<file path="src/core/sram_host_defs.vh">
// Constants shared by the asynchronous static memory host controller.
`ifndef SRAM_HOST_DEFS_VH
`define SRAM_HOST_DEFS_VH
`define ADDR_W          18
`define DATA_W          16
`define LANE_W          2
`define CLK_PERIOD_NS   50
// Minimum cycle and write pulse times of the slowest grade, in ns.
`define T_RC_NS         20
`define T_WP1_NS        20
`define T_WC_NS         20
// Counts round up to whole cycles and add one more, so they are never below one.
`define RD_CYC          (((`T_RC_NS + `CLK_PERIOD_NS - 1) / `CLK_PERIOD_NS) + 1)
`define WR_CYC          (((`T_WP1_NS + `CLK_PERIOD_NS - 1) / `CLK_PERIOD_NS) + 1)
`define CNT_W           4
`endif

</file>
<file path="src/core/sram_host.v">
// Host controller that reads and writes an asynchronous 256K x 16 static memory.
`timescale 1ns/1ps
`include "sram_host_defs.vh"
// Overview of operation
// - The host holds write enable high throughout every read.
// - A write happens only while select, write enable and a lane enable are low together.
// - The host never drives the data lines while the memory may be driving them.
// - The host presents a valid address no later than select falls.
module sram_host (
    input  wire                 i_core_clk,
    input  wire                 i_rst_n,
    input  wire                 i_req,
    input  wire                 i_we,
    input  wire [`ADDR_W-1:0]   i_addr,
    input  wire [`DATA_W-1:0]   i_wdata,
    input  wire [`LANE_W-1:0]   i_lane_en,
    input  wire [`DATA_W-1:0]   i_bus_in,
    output reg                  o_busy,
    output reg                  o_rvalid,
    output reg  [`DATA_W-1:0]   o_rdata,
    output reg  [`ADDR_W-1:0]   o_word_addr,
    output reg                  o_sel_n,
    output reg                  o_wr_en_n,
    output reg                  o_out_en_n,
    output reg                  o_low_lane_en_n,
    output reg                  o_high_lane_en_n,
    output reg  [`DATA_W-1:0]   o_bus_out,
    output reg                  o_bus_oe
);
    localparam [2:0] ST_IDLE  = 3'h0;
    localparam [2:0] ST_RSEL  = 3'h1;
    localparam [2:0] ST_RWAIT = 3'h2;
    localparam [2:0] ST_WSET  = 3'h3;
    localparam [2:0] ST_WPUL  = 3'h4;
    localparam [2:0] ST_WEND  = 3'h5;
    // The cycle counts are cut to the counter width on purpose; both fit in it.
    localparam integer      RD_CYC_I = `RD_CYC;
    localparam integer      WR_CYC_I = `WR_CYC;
    localparam [`CNT_W-1:0] RD_CNT   = RD_CYC_I[`CNT_W-1:0];
    localparam [`CNT_W-1:0] WR_CNT   = WR_CYC_I[`CNT_W-1:0];

    // Read sequence, counted from the edge that takes the request.
    // At that edge the address is placed and the controller turns busy.
    // One edge later select, output enable and the lane pins fall together.
    // The count then runs down while the pins settle and cross the two-flop synchroniser.
    // At the last count the sampled lanes are stored, the valid pulse rises and all
    // strobes return high on the same edge.
    // Write sequence, counted the same way.
    // At the taking edge the address and the write data are placed.
    // One edge later select, write enable and the lane pins fall together while the
    // host drivers turn on, so the memory never sees a read condition.
    // Write enable rises after the count, which ends the write and latches the data.
    // One edge later select and the lane pins rise and the host drivers turn off.
    // A request is taken only while the sequencer is idle; requests that arrive while
    // busy are dropped, so the caller must watch the busy flag.
    // The read path spends two extra cycles in the synchroniser rather than trusting
    // the memory's access time, so the memory must present its data by the first edge
    // after select falls, where the first flop takes the only sample that is used.
    // The write data register stays loaded after a write, but the host drivers are off,
    // so the stale word never reaches the pins.

    reg [2:0]         state_r;
    reg [`CNT_W-1:0]  cnt_r;
    reg [`DATA_W-1:0] bus_s1_r;
    reg [`DATA_W-1:0] bus_s2_r;
    reg [`LANE_W-1:0] lane_r;

    // Turns the active-high lane request into the active-low lane pins; the read and
    // write phases share it so both drive the byte lanes the same way.
    function [`LANE_W-1:0] lanes_n;
        input [`LANE_W-1:0] lanes;
        begin
            lanes_n = ~lanes;
        end
    endfunction

    // True in the last wait cycle of a phase.
    function count_done;
        input [`CNT_W-1:0] count;
        begin
            count_done = (count == {`CNT_W{1'b0}});
        end
    endfunction

    // Wait counter step; it stops at zero so a stray state can never wrap it.
    function [`CNT_W-1:0] count_down;
        input [`CNT_W-1:0] count;
        begin
            if (count == {`CNT_W{1'b0}}) begin
                count_down = count;
            end else begin
                count_down = count - 4'h1;
            end
        end
    endfunction

    // Keeps the enabled byte lanes of the sampled pins and clears the others, because a
    // lane that the memory does not drive carries no meaning.
    function [`DATA_W-1:0] lane_keep;
        input [`LANE_W-1:0] lanes;
        input [`DATA_W-1:0] pins;
        begin
            lane_keep = {(lanes[1] ? pins[15:8] : 8'h00), (lanes[0] ? pins[7:0] : 8'h00)};
        end
    endfunction

    // The read data pins come from the asynchronous memory, so they pass two flops.
    always @(posedge i_core_clk or negedge i_rst_n) begin
        if (!i_rst_n) begin
            bus_s1_r <= 16'h0000;
            bus_s2_r <= 16'h0000;
        end else begin
            bus_s1_r <= i_bus_in;
            bus_s2_r <= bus_s1_r;
        end
    end

    // Sequencer; strobes are all registered, so no pin glitches between phases.
    always @(posedge i_core_clk or negedge i_rst_n) begin
        if (!i_rst_n) begin
            state_r          <= ST_IDLE;
            cnt_r            <= 4'h0;
            lane_r           <= 2'h0;
            o_busy           <= 1'b0;
            o_rvalid         <= 1'b0;
            o_rdata          <= 16'h0000;
            o_word_addr      <= 18'h00000;
            o_sel_n          <= 1'b1;
            o_wr_en_n        <= 1'b1;
            o_out_en_n       <= 1'b1;
            o_low_lane_en_n  <= 1'b1;
            o_high_lane_en_n <= 1'b1;
            o_bus_out        <= 16'h0000;
            o_bus_oe         <= 1'b0;
        end else begin
            o_rvalid <= 1'b0;
            case (state_r)
                ST_IDLE: begin
                    // A request with no lane enabled would do nothing, so it is ignored.
                    if (i_req && (i_lane_en != 2'h0)) begin
                        o_busy      <= 1'b1;
                        o_word_addr <= i_addr;
                        lane_r      <= i_lane_en;
                        if (i_we) begin
                            o_bus_out <= i_wdata;
                            state_r   <= ST_WSET;
                        end else begin
                            state_r <= ST_RSEL;
                        end
                    end
                end
                ST_RSEL: begin
                    // Address was set a cycle earlier, then select and output enable drop.
                    o_sel_n          <= 1'b0;
                    o_out_en_n       <= 1'b0;
                    o_wr_en_n        <= 1'b1;
                    {o_high_lane_en_n, o_low_lane_en_n} <= lanes_n(lane_r);
                    cnt_r            <= RD_CNT;
                    state_r          <= ST_RWAIT;
                end
                ST_RWAIT: begin
                    // Extra wait covers the two synchroniser stages on the data path.
                    if (count_done(cnt_r)) begin
                        o_rdata          <= lane_keep(lane_r, bus_s2_r);
                        o_rvalid         <= 1'b1;
                        o_sel_n          <= 1'b1;
                        o_out_en_n       <= 1'b1;
                        o_low_lane_en_n  <= 1'b1;
                        o_high_lane_en_n <= 1'b1;
                        o_busy           <= 1'b0;
                        state_r          <= ST_IDLE;
                    end else begin
                        cnt_r <= count_down(cnt_r);
                    end
                end
                ST_WSET: begin
                    // Output enable stays high and write enable falls with select, so the
                    // memory never drives; the host enables its drivers on that same edge.
                    o_out_en_n       <= 1'b1;
                    o_wr_en_n        <= 1'b0;
                    o_sel_n          <= 1'b0;
                    {o_high_lane_en_n, o_low_lane_en_n} <= lanes_n(lane_r);
                    o_bus_oe         <= 1'b1;
                    cnt_r            <= WR_CNT;
                    state_r          <= ST_WPUL;
                end
                ST_WPUL: begin
                    // Write enable rises first, so the write ends on it while select holds.
                    if (count_done(cnt_r)) begin
                        o_wr_en_n <= 1'b1;
                        state_r   <= ST_WEND;
                    end else begin
                        cnt_r <= count_down(cnt_r);
                    end
                end
                ST_WEND: begin
                    // Data and address are held one cycle past the write end for hold time.
                    o_sel_n          <= 1'b1;
                    o_low_lane_en_n  <= 1'b1;
                    o_high_lane_en_n <= 1'b1;
                    o_bus_oe         <= 1'b0;
                    o_busy           <= 1'b0;
                    state_r          <= ST_IDLE;
                end
                default: begin
                    state_r <= ST_IDLE;
                end
            endcase
        end
    end
    // No refresh or memory clock is ever generated.
endmodule

</file>
<file path="config.mk">
export PLATFORM = sky130hd
export DESIGN_NAME = sram_host
export DESIGN_NICKNAME = d
export VERILOG_FILES = /design/src/core/sram_host.v
export VERILOG_INCLUDE_DIRS = /design/src /design/src/core
export SDC_FILE = /design/constraint.sdc
export NUM_CORES = 1
export LEC_CHECK = 0
export BUFFER_PORTS_ARGS = -buffer_cell sky130_fd_sc_hd__buf_2
export CORE_ASPECT_RATIO = 1.1
export CORE_MARGIN = 5
export CORE_UTILIZATION = 45
export CTS_CLUSTER_DIAMETER = 200
export CTS_CLUSTER_SIZE = 24
export DETAILED_ROUTE_END_ITERATION = 16
export PLACE_DENSITY_LB_ADDON = 0.05
export SLEW_MARGIN = 20
export SYNTH_ARGS = -nofsm -noshare
export SYNTH_HDL_FRONTEND = slang
export SYNTH_SLANG_ARGS = --single-unit
</file>
<file path="constraint.sdc">
create_clock -name i_core_clk -period 1.8 [get_ports i_core_clk]
set_input_delay 0.09 -clock i_core_clk [delete_from_list [all_inputs] [get_ports i_core_clk]]
set_output_delay 0.09 -clock i_core_clk [all_outputs]
set_load 0.02 [all_outputs]
</file>
==> impl_metrics.ini, run 1 <==
[outcome]
status = completed

[timing]
fin_tns_setup_ns = 0
hold_violations = 0
setup-violations-final = 0
fmax_ghz = 0.590
hold_slack_ns = 0.0203
relSlewSlack = 0.677
fin_crit_sh = 0.941
drv_slew = 0
clock_skew_ns = 0.0120
tightestPinTransition_ns = 0.484
rsz0062_at_grt = no
finalCriticalPeriod_ns = 1.69
setup_slack_ns = 0.106

[floorplan]
die_w_um = 95.8
rows = 34
core_area_sq_um = 7910
die_h_um = 104
die_area_sq_um = 10000
io_pins = 114
start_util = 0.461

[cells_and_area]
final_util = 0.648
num-fill-cells = 640
area_delta_synth_final_pct = 40.7
layout-drive-gt1-share = 0.426
diodes = 0
finalNetCount = 508

[place]
post-dp-hpwl_mm = 5.49
portBuffers = 113
pre_cts_ws_ns = 0.0635
gp_congestion = 0.782

[critical_path]
crit_path_start_kind = register
worstSetupPathType = register to register
crit_arrival_ns = 1.91
rr_startpoint = cnt_r[1]
path_max_fanout = 8
r2r-end = cnt_r[0]
reg2reg_depth = 6
r2r_setup_slack_ns = 0.11
worst_setup_path_end_kind = register
cp.required_ns = 2.02

[route]
first_pass_iters = 4
drc = 0
ant_nets = 0
drt-vias-per-instance = 4.71
drt-initial-drc-count = 82
via_count = 2650
drt-wirelength-per-cell_um = 14.4
wirelength_mm = 8.13

[global_routing]
antenna_found_initial = 0
grt_pass1_vias = 2827
grt_pass1_wl_mm = 13.7
track_usage = 0.175
grt_max_degree = 39
met3_usage = 0.0420
gr-total-overflow = 0
met1_usage = 0.234
grt.busiest_layer = met2
grt_use_met2 = 0.274

[clock_network]
cts_buffers = 9
tritoncts = yes
cts-htree-levels = 3
clockBufferDepth = 2
clkTransAtPathRegs_ns = 0.09
clock-sinks = 99
clockRootBuffer = clkbuf_8
clock_latency_ns = 0.35

[synth]
syn_nets = 334
ys_warn_count = 0
synth_edf_count = 0
synth_area_sq_um = 3640
yosysSeqAreaShare = 0.681
synth_seq_cells = 99
yosysTopAreaCell = dfrtp_1
netlist_instances = 277
synth_cell_type_count = 41
syn_avg_cell_area_sq_um = 13.2
netlist.area_leader.share = 0.645
synth_flop_cell = dfrtp_1
synth_area_leaders = dfrtp_1, mux2_2, nand2_1
async_flop_share = 1.00

[worst_hold_path]
hp-start = i_lane_en[1]
hold_path_class = input port to register
whs_endpoint = lane_r[1]
holdPathStages = 2

[job]
max_cap_viol_count = 0

[pwr]
power_density_nw_per_um2 = 1670
vdd_drop_max_uv = 877
p_leak_uw = 0.00247
==> logic make-up (layout without fill, tap and decap cells) <==
group | Yosys count | count (layout) | synth area share
and+or+nand+nor | 73 | 73 | 0.0951
AOI/OAI and AO/OA | 45 | 45 | 0.0759
adders and majority gates | 1 | 1 | 0.00343
DFF | 99 | 99 | 0.681
buffers and inverters | 23 | 201 | 0.0330
muxes | 36 | 36 | 0.111
==> synthesized netlist by cell type, types with 3 or more instances <==
cell	n
buf_1	3
dfstp_2	5
clkbuf_1	3
buf_6	3
o21ai_1	14
o211ai_1	3
dfrtp_1	94
nor2b_1	3
nand2_1	42
a21oi_1	6
inv_1	7
a31oi_1	3
nor2_1	11
mux2_2	36
buf_2	6
o21ai_0	7
==> how the worst max path moves through the flow <==
stage                     startpoint          to  slack [ns]  cells after the start
final                       cnt_r[1]    cnt_r[0]        0.11                      6
after global routing      state_r[2]  o_rdata[2]        0.01                      6
after CTS                   cnt_r[1]  o_rdata[2]        0.04                      7
after detailed placement    cnt_r[1]  o_rdata[2]        0.06                      7
after global placement      cnt_r[1]    cnt_r[0]         0.1                      6
after floorplan             cnt_r[0]    cnt_r[0]        0.09                      7
==> layout by cell type, fill, tap and decap left out, types with 2 or more instances in the layout <==
cell / netlist / layout
a31oi_1: 3 / 3
nand2_1: 42 / 42
nor2_1: 11 / 11
nand3_1: 2 / 2
mux2_2: 36 / 36
inv_6: 0 / 2
dfstp_2: 5 / 5
o21ai_0: 7 / 7
a21oi_1: 6 / 6
o211ai_1: 3 / 3
a221oi_1: 2 / 2
nand4_1: 2 / 2
buf_2: 6 / 112
dlygate4sd3_1: 0 / 52
o22ai_1: 2 / 2
buf_12: 0 / 3
inv_1: 7 / 7
buf_4: 1 / 12
clkbuf_8: 0 / 9
dfrtp_1: 94 / 94
nor2b_1: 3 / 3
o21ai_1: 14 / 14
a32o_1: 2 / 2
==> sequential cells by signal, summed over array words and instances, names as in the netlist <==
name and count:
o_busy 1, o_rvalid 1, lane_r 2, o_low_lane_en_n 1
o_high_lane_en_n 1, state_r 3, o_bus_out 16, o_wr_en_n 1
cnt_r 4, o_bus_oe 1, bus_s2_r 16, o_sel_n 1
bus_s1_r 16, o_out_en_n 1, o_word_addr 18, o_rdata 16
==> routing by layer <==
| layer | vias up | share of wire |
|---|---|---|
| met5 | - | 0 |
| met4 | 0 | 0.020 |
| met3 | 11 | 0.064 |
| met2 | 98 | 0.48 |
| met1 | 1252 | 0.43 |
| li1 | 1289 | - |
==> per-stage QoR <==
stage	total power [uW]	area, sq um	cells
global placement	6960	4390	495
global route	9170	5130	563
finish	8550	5130	563
floorplan	5840	3640	277
CTS	8580	5100	562
detailed placement	7060	4390	495
==> layout make-up <==
cell class	count	area, sq um	share of cell area
inverter	7	26.3	0.00512
sequential	99	2480	0.484
clock inverter	6	71.3	0.0139
clock buffer	9	124	0.0241
tap	108	135	0.0263
multi-input combinational	155	1060	0.206
timing repair buffer	179	1230	0.240
==> power by group <==
group,internal (uW),switching (uW),total (uW)
sequential,3040,525,3560
clock,653,764,1420
combinational,1550,2030,3570
total,5230,3310,8550
==> timing repair <==
action,CTS,global route
hold endpoints to repair,86,0
hold buffers,52,0
gates resized for setup,0,3
setup endpoints to repair,0,17
setup buffers,0,1
==> worst max-delay path: stages (launching register included) <==
cell       delay (ns)
dfrtp_1          0.42
inv_1            0.12
ha_4             0.16
or3b_4           0.42
and3_4           0.19
o21ai_1          0.12
o2111ai_1        0.13
Note: power is estimated with default switching activity, not from simulation.
==> run 2, diff against run 1 <==
==> constraint.sdc (replaced) <==
create_clock -name i_core_clk -period 1.8 [get_ports i_core_clk]
set_input_delay 0 -clock i_core_clk [delete_from_list [all_inputs] [get_ports i_core_clk]]
set_output_delay 0 -clock i_core_clk [all_outputs]
set_load 0.02 [all_outputs]
==> run 2 against run 1 <==
Compared with the run above: count of clock-buffer cells in the layout rose by 1; critical path depth unchanged; routed wire length hardly changed; die area unchanged; clock power is 4% higher; sequential power is 1% higher; non-clock buffer count rose by 1; first-iteration DRC count down 33%; global-route usage up 0.18 points; combinational power hardly changed.
==> impl_metrics.ini, run 2 (same netlist as run 1, synthesis figures left out) <==
[place]
gp_congestion = 0.795
post-dp-hpwl_mm = 5.42
portBuffers = 113
pre_cts_ws_ns = 0.0890
place_area_sq_um = 4350

[floorplan]
rows = 34
die_area_sq_um = 10000
core_area_sq_um = 7910
die_w_um = 95.8
start_util = 0.461
die_h_um = 104
io_pins = 114

[outcome]
status = completed

[route]
drt-initial-drc-count = 55
first_pass_iters = 4
wirelength_mm = 8.14
via_count = 2712
ant_nets = 0
drc = 0
drt-vias-per-instance = 4.80
drt-wirelength-per-cell_um = 14.4

[global_routing]
grt_max_degree = 44
grt_pass1_vias = 2906
antenna_found_initial = 0
gr-total-overflow = 0
track_usage = 0.177
grt_pass1_wl_mm = 13.9

[timing]
fin_crit_sh = 0.942
fmax_ghz = 0.590
setup_slack_ns = 0.105
hold_violations = 0
finalCriticalPeriod_ns = 1.70
tightestPinTransition_ns = 0.463
fin_tns_setup_ns = 0
clock_skew_ns = 0.0143
relSlewSlack = 0.691
drv_slew = 0
rsz0062_at_grt = no
setup-violations-final = 0

[pwr]
p_seq_frac = 0.418
p_leak_uw = 0.00247
power_density_nw_per_um2 = 1670
clkPwrFrac = 0.171
swShare = 0.391
p_int_uw = 5250
vdd_drop_max_uv = 861
p_sw_uw = 3370
p_comb_frac = 0.411

[cells_and_area]
num-fill-cells = 635
finalNetCount = 509
layout-drive-gt1-share = 0.425
diodes = 0
largest_register = o_word_addr
final_common_cell = buf_2
final_cell_mix = buf_2, dfrtp_1, dlygate4sd3_1
finalInstanceArea_sq_um = 5150
area_delta_synth_final_pct = 41.3
largest_register_ffs = 18

[critical_path]
path_max_fanout = 8
crit_path_start_kind = register
worstSetupPathType = register to register
cp.required_ns = 2.06
worst_setup_path_end_kind = register
crit_arrival_ns = 1.95

[clock_network]
clock-sinks = 99
cts_buffers = 9
clock_latency_ns = 0.35
tritoncts = yes
cts-htree-levels = 3
clkTransAtPathRegs_ns = 0.10
clockBufferDepth = 2
clockRootBuffer = clkbuf_8

[job]
max_cap_viol_count = 0

[worst_hold_path]
hold_path_class = input port to register
run 2: cell count changes in the layout (fill, tap and decap cells not counted), sizes merged:
cell,change
clkbuf,+1
clkinvlp,-1
buf,-2
clkinv,+1
dlygate4sd3,+3
run 2: cell type report:
type                            count  area, sq um  share of cell area
Clock inverter                      6         83.8              0.0163
Timing Repair Buffer              180         1230               0.239
Sequential cell                    99         2480               0.482
Tap cell                          108          135              0.0262
Multi-Input combinational cell    155         1060               0.206
Inverter                            7         26.3             0.00510
Clock buffer                       10          128              0.0248
run 2: metal layers:
layer / wire length, um / global-route usage / part of all wire / vias up
li1: - / - / - / 1293
met1: 3390 / 0.225 / 0.42 / 1327
met2: 4090 / 0.289 / 0.50 / 84
met3: 573 / 0.0521 / 0.070 / 8
met4: 78 / 0.0549 / 0.0096 / 0
met5: 0 / 0 / 0 / -
run 2: repair_timing:
action / in CTS / in global routing
endpoints found under the hold margin: 129 / 0
setup buffers: 0 / 2
resized for setup: 0 / 5
hold buffers: 55 / 0
endpoints found under the setup margin: 0 / 18
run 2: path summary, 6_finish.rpt:
check	startpoint	to	slack (ns)	depth (start not counted)
max	cnt_r[1]	cnt_r[0]	0.10	6
min in group asynchronous	i_rst_n	o_rdata[14]	0.13	2
min	i_req	o_busy	0.08	5
min reg2reg	bus_s1_r[11]	bus_s2_r[11]	0.36	0
max in group asynchronous	i_rst_n	o_bus_out[4]	1.00	3
max reg2reg	cnt_r[1]	cnt_r[0]	0.10	6
run 2: worst max-delay path, stage by stage, from the launching register on:
cell and delay, ns:
dfrtp_1 0.40, inv_1 0.10, ha_4 0.18, or3b_4 0.28
nor2_1 0.06, or4_1 0.51, o2111ai_1 0.09
run 2: through the flow:
step,instances,hold WS (ns),utilization,total power [uW]
final,565,0.0756,0.651,8620
after global routing,565,0.127,0.651,9200
after CTS,563,0.0607,0.647,8620
after detailed placement,492,-0.0174,0.550,7030
after global placement,492,-0.0191,0.550,6940
after floorplan,277,-0.296,-,5840
run 2: power groups by stage:
stage               Sequential [uW]  Combinational [uW]  Clock (uW)
floorplan                      4240                1600           0
CTS                            3590                3500        1530
global route                   3720                3870        1610
detailed placement             3630                3400           0
finish                         3600                3540        1480
global placement               3600                3340           0
==> run 3, diff against run 2 <==
BUFFER_PORTS_ARGS = not set   (was -buffer_cell sky130_fd_sc_hd__buf_2)
CORE_UTILIZATION = 56   (was 45)
DONT_BUFFER_PORTS = 1   (was not set)
RECOVER_POWER = 50   (was not set)
==> run 3 against run 2 <==
Compared with the run above: the flow now finishes with violations (negative hold slack); non-clock buffer count decreased by 113; cell count shrank 25%; sequential power up 26%; sequential share of layout area grew 6.8 points; register-to-register slack lost 0.02 ns; cell area shrank 12%; global-route usage up 2.1 points; clock skew fell by 0.0045 ns; routed wire length fell by 4.9%; combinational power shrank 45%; critical path type unchanged; highest routed layer unchanged.
==> impl_metrics.ini, run 3 (same netlist as run 1, synthesis figures left out) <==
[outcome]
status = finished with violations
violations = negative hold slack

[pwr]
p_sw_uw = 3130
clkPwrFrac = 0.183
power_uw = 7920
swShare = 0.396
p_leak_uw = 0.00199
p_int_uw = 4790
p_seq_frac = 0.572
vdd_drop_max_uv = 1090
p_comb_frac = 0.245
power_density_nw_per_um2 = 1760

[critical_path]
worstSetupPathType = register to register
crit_path_start_kind = register
crit_buf_inv = 1
cp.required_ns = 2.02
rr_startpoint = cnt_r[0]
critical_path.max_stage_delay_ns = 0.43
worst_path_dominant_cell_family = simple AND/OR/NAND/NOR gates
worstPathCellList = inv_1 -> ha_2 -> or3b_4 -> and3_4 -> o21ai_1 -> o2111ai_1
crit_arrival_ns = 1.93
reg2reg_depth = 6
path_max_fanout = 8
cp_slowest_cell = or3b_4
startpoint = cnt_r[0]
r2r-end = cnt_r[0]
r2r_setup_slack_ns = 0.09
worst_setup_path_end_kind = register

[floorplan]
die_h_um = 94.6
rows = 30
die_area_sq_um = 8220
start_util = 0.581
io_pins = 114
die_w_um = 86.9
core_area_sq_um = 6270

[timing]
fmax_ghz = 0.583
clock_skew_ns = 0.00983
relSlewSlack = 0.698
tightestPinTransition_ns = 0.452
fin_tns_setup_ns = 0
finalCriticalPeriod_ns = 1.71
drv_slew = 0
rsz0062_at_grt = no
hold_violations = 99
fin_crit_sh = 0.953
hold_slack_ns = -0.667
setup-violations-final = 0

[cells_and_area]
largest_register_ffs = 18
num-fill-cells = 424
area_delta_synth_final_pct = 23.8
final_common_cell = dfrtp_1
largest_register = o_word_addr
layout-drive-gt1-share = 0.224
finalNetCount = 396
diodes = 0
final_cell_mix = dfrtp_1, dlygate4sd3_1, nand2_1

[clock_network]
holdBufCountCts = 55
tritoncts = yes
clockBufferDepth = 2
cts-htree-levels = 3
clockRootBuffer = clkbuf_8
clkTransAtPathRegs_ns = 0.09
clock-sinks = 99
cts_buffers = 9
clock_latency_ns = 0.35

[global_routing]
grt.busiest_layer = met2
grt_use_met2 = 0.323
track_usage = 0.198
met3_usage = 0.0716
grt_pass1_vias = 2483
grt_max_degree = 100
met1_usage = 0.243
antenna_found_initial = 0
gr-total-overflow = 0
grt_pass1_wl_mm = 12.5

[place]
gp_congestion = 0.762
post-dp-hpwl_mm = 4.63
portBuffers = 0

[route]
drt-wirelength-per-cell_um = 18.3
drc = 0
wirelength_mm = 7.74
via_count = 2262
drt-vias-per-instance = 5.33
drt-initial-drc-count = 94
first_pass_iters = 4
ant_nets = 0

[worst_hold_path]
hold_path_class = input port to async pin

[job]
max_cap_viol_count = 0
-- run 3: cell count changes in the layout (fill, tap and decap cells not counted), sizes merged --
cell and delta:
inv -2, buf -113, clkbuf +2
-- run 3: what timing repair did --
action	CTS	global route
setup buffers	0	2
endpoints found under the hold margin	153	99
gates resized for setup	0	1
setup endpoints to repair	0	4
-- run 3: worst max path at each step --
| stage | to | slack (ns) | depth (start not counted) |
|---|---|---|---|
| 3_5_place_dp | cnt_r[0] | 0.09 | 6 |
| 6_report | cnt_r[0] | 0.09 | 6 |
| 2_1_floorplan | cnt_r[0] | 0.09 | 7 |
| 4_1_cts | cnt_r[0] | 0.07 | 6 |
| 5_1_grt | cnt_r[0] | 0.03 | 6 |
| 3_3_place_gp | cnt_r[0] | 0.15 | 6 |
-- run 3: routing by layer --
layer	part of all wire	vias to the layer above
met3	0.084	5
met2	0.52	77
met5	0	-
met1	0.39	1118
li1	-	1062
met4	0.0093	0
-- run 3: stage by stage --
step	cell area [sq um]	cells	util	setup WS (ns)
after floorplan	3640	277	-	0.0947
after global placement	3740	351	0.596	0.151
after detailed placement	3740	351	0.596	0.0879
after CTS	4490	422	0.717	0.0714
after global routing	4510	424	0.720	0.0292
final	4510	424	0.720	0.0854
-- run 3: area by class of cell --
type | count | area [sq um] | share of cell area
flip-flops and latches | 99 | 2480 | 0.551
multi-input cells | 155 | 1040 | 0.231
repair buffers | 67 | 653 | 0.145
clock buffers | 12 | 145 | 0.0322
well taps | 80 | 100 | 0.0222
clock inverters | 4 | 58.8 | 0.0130
inverters | 7 | 26.3 | 0.00583
-- run 3: power by group through the flow --
stage / registers, uW / logic, uW / clock network [uW]
final: 4530 / 1940 / 1450
after global routing: 4640 / 2180 / 1590
after CTS: 4540 / 1870 / 1470
after detailed placement: 4570 / 1780 / 0
after global placement: 4560 / 1720 / 0
after floorplan: 4240 / 1600 / 0
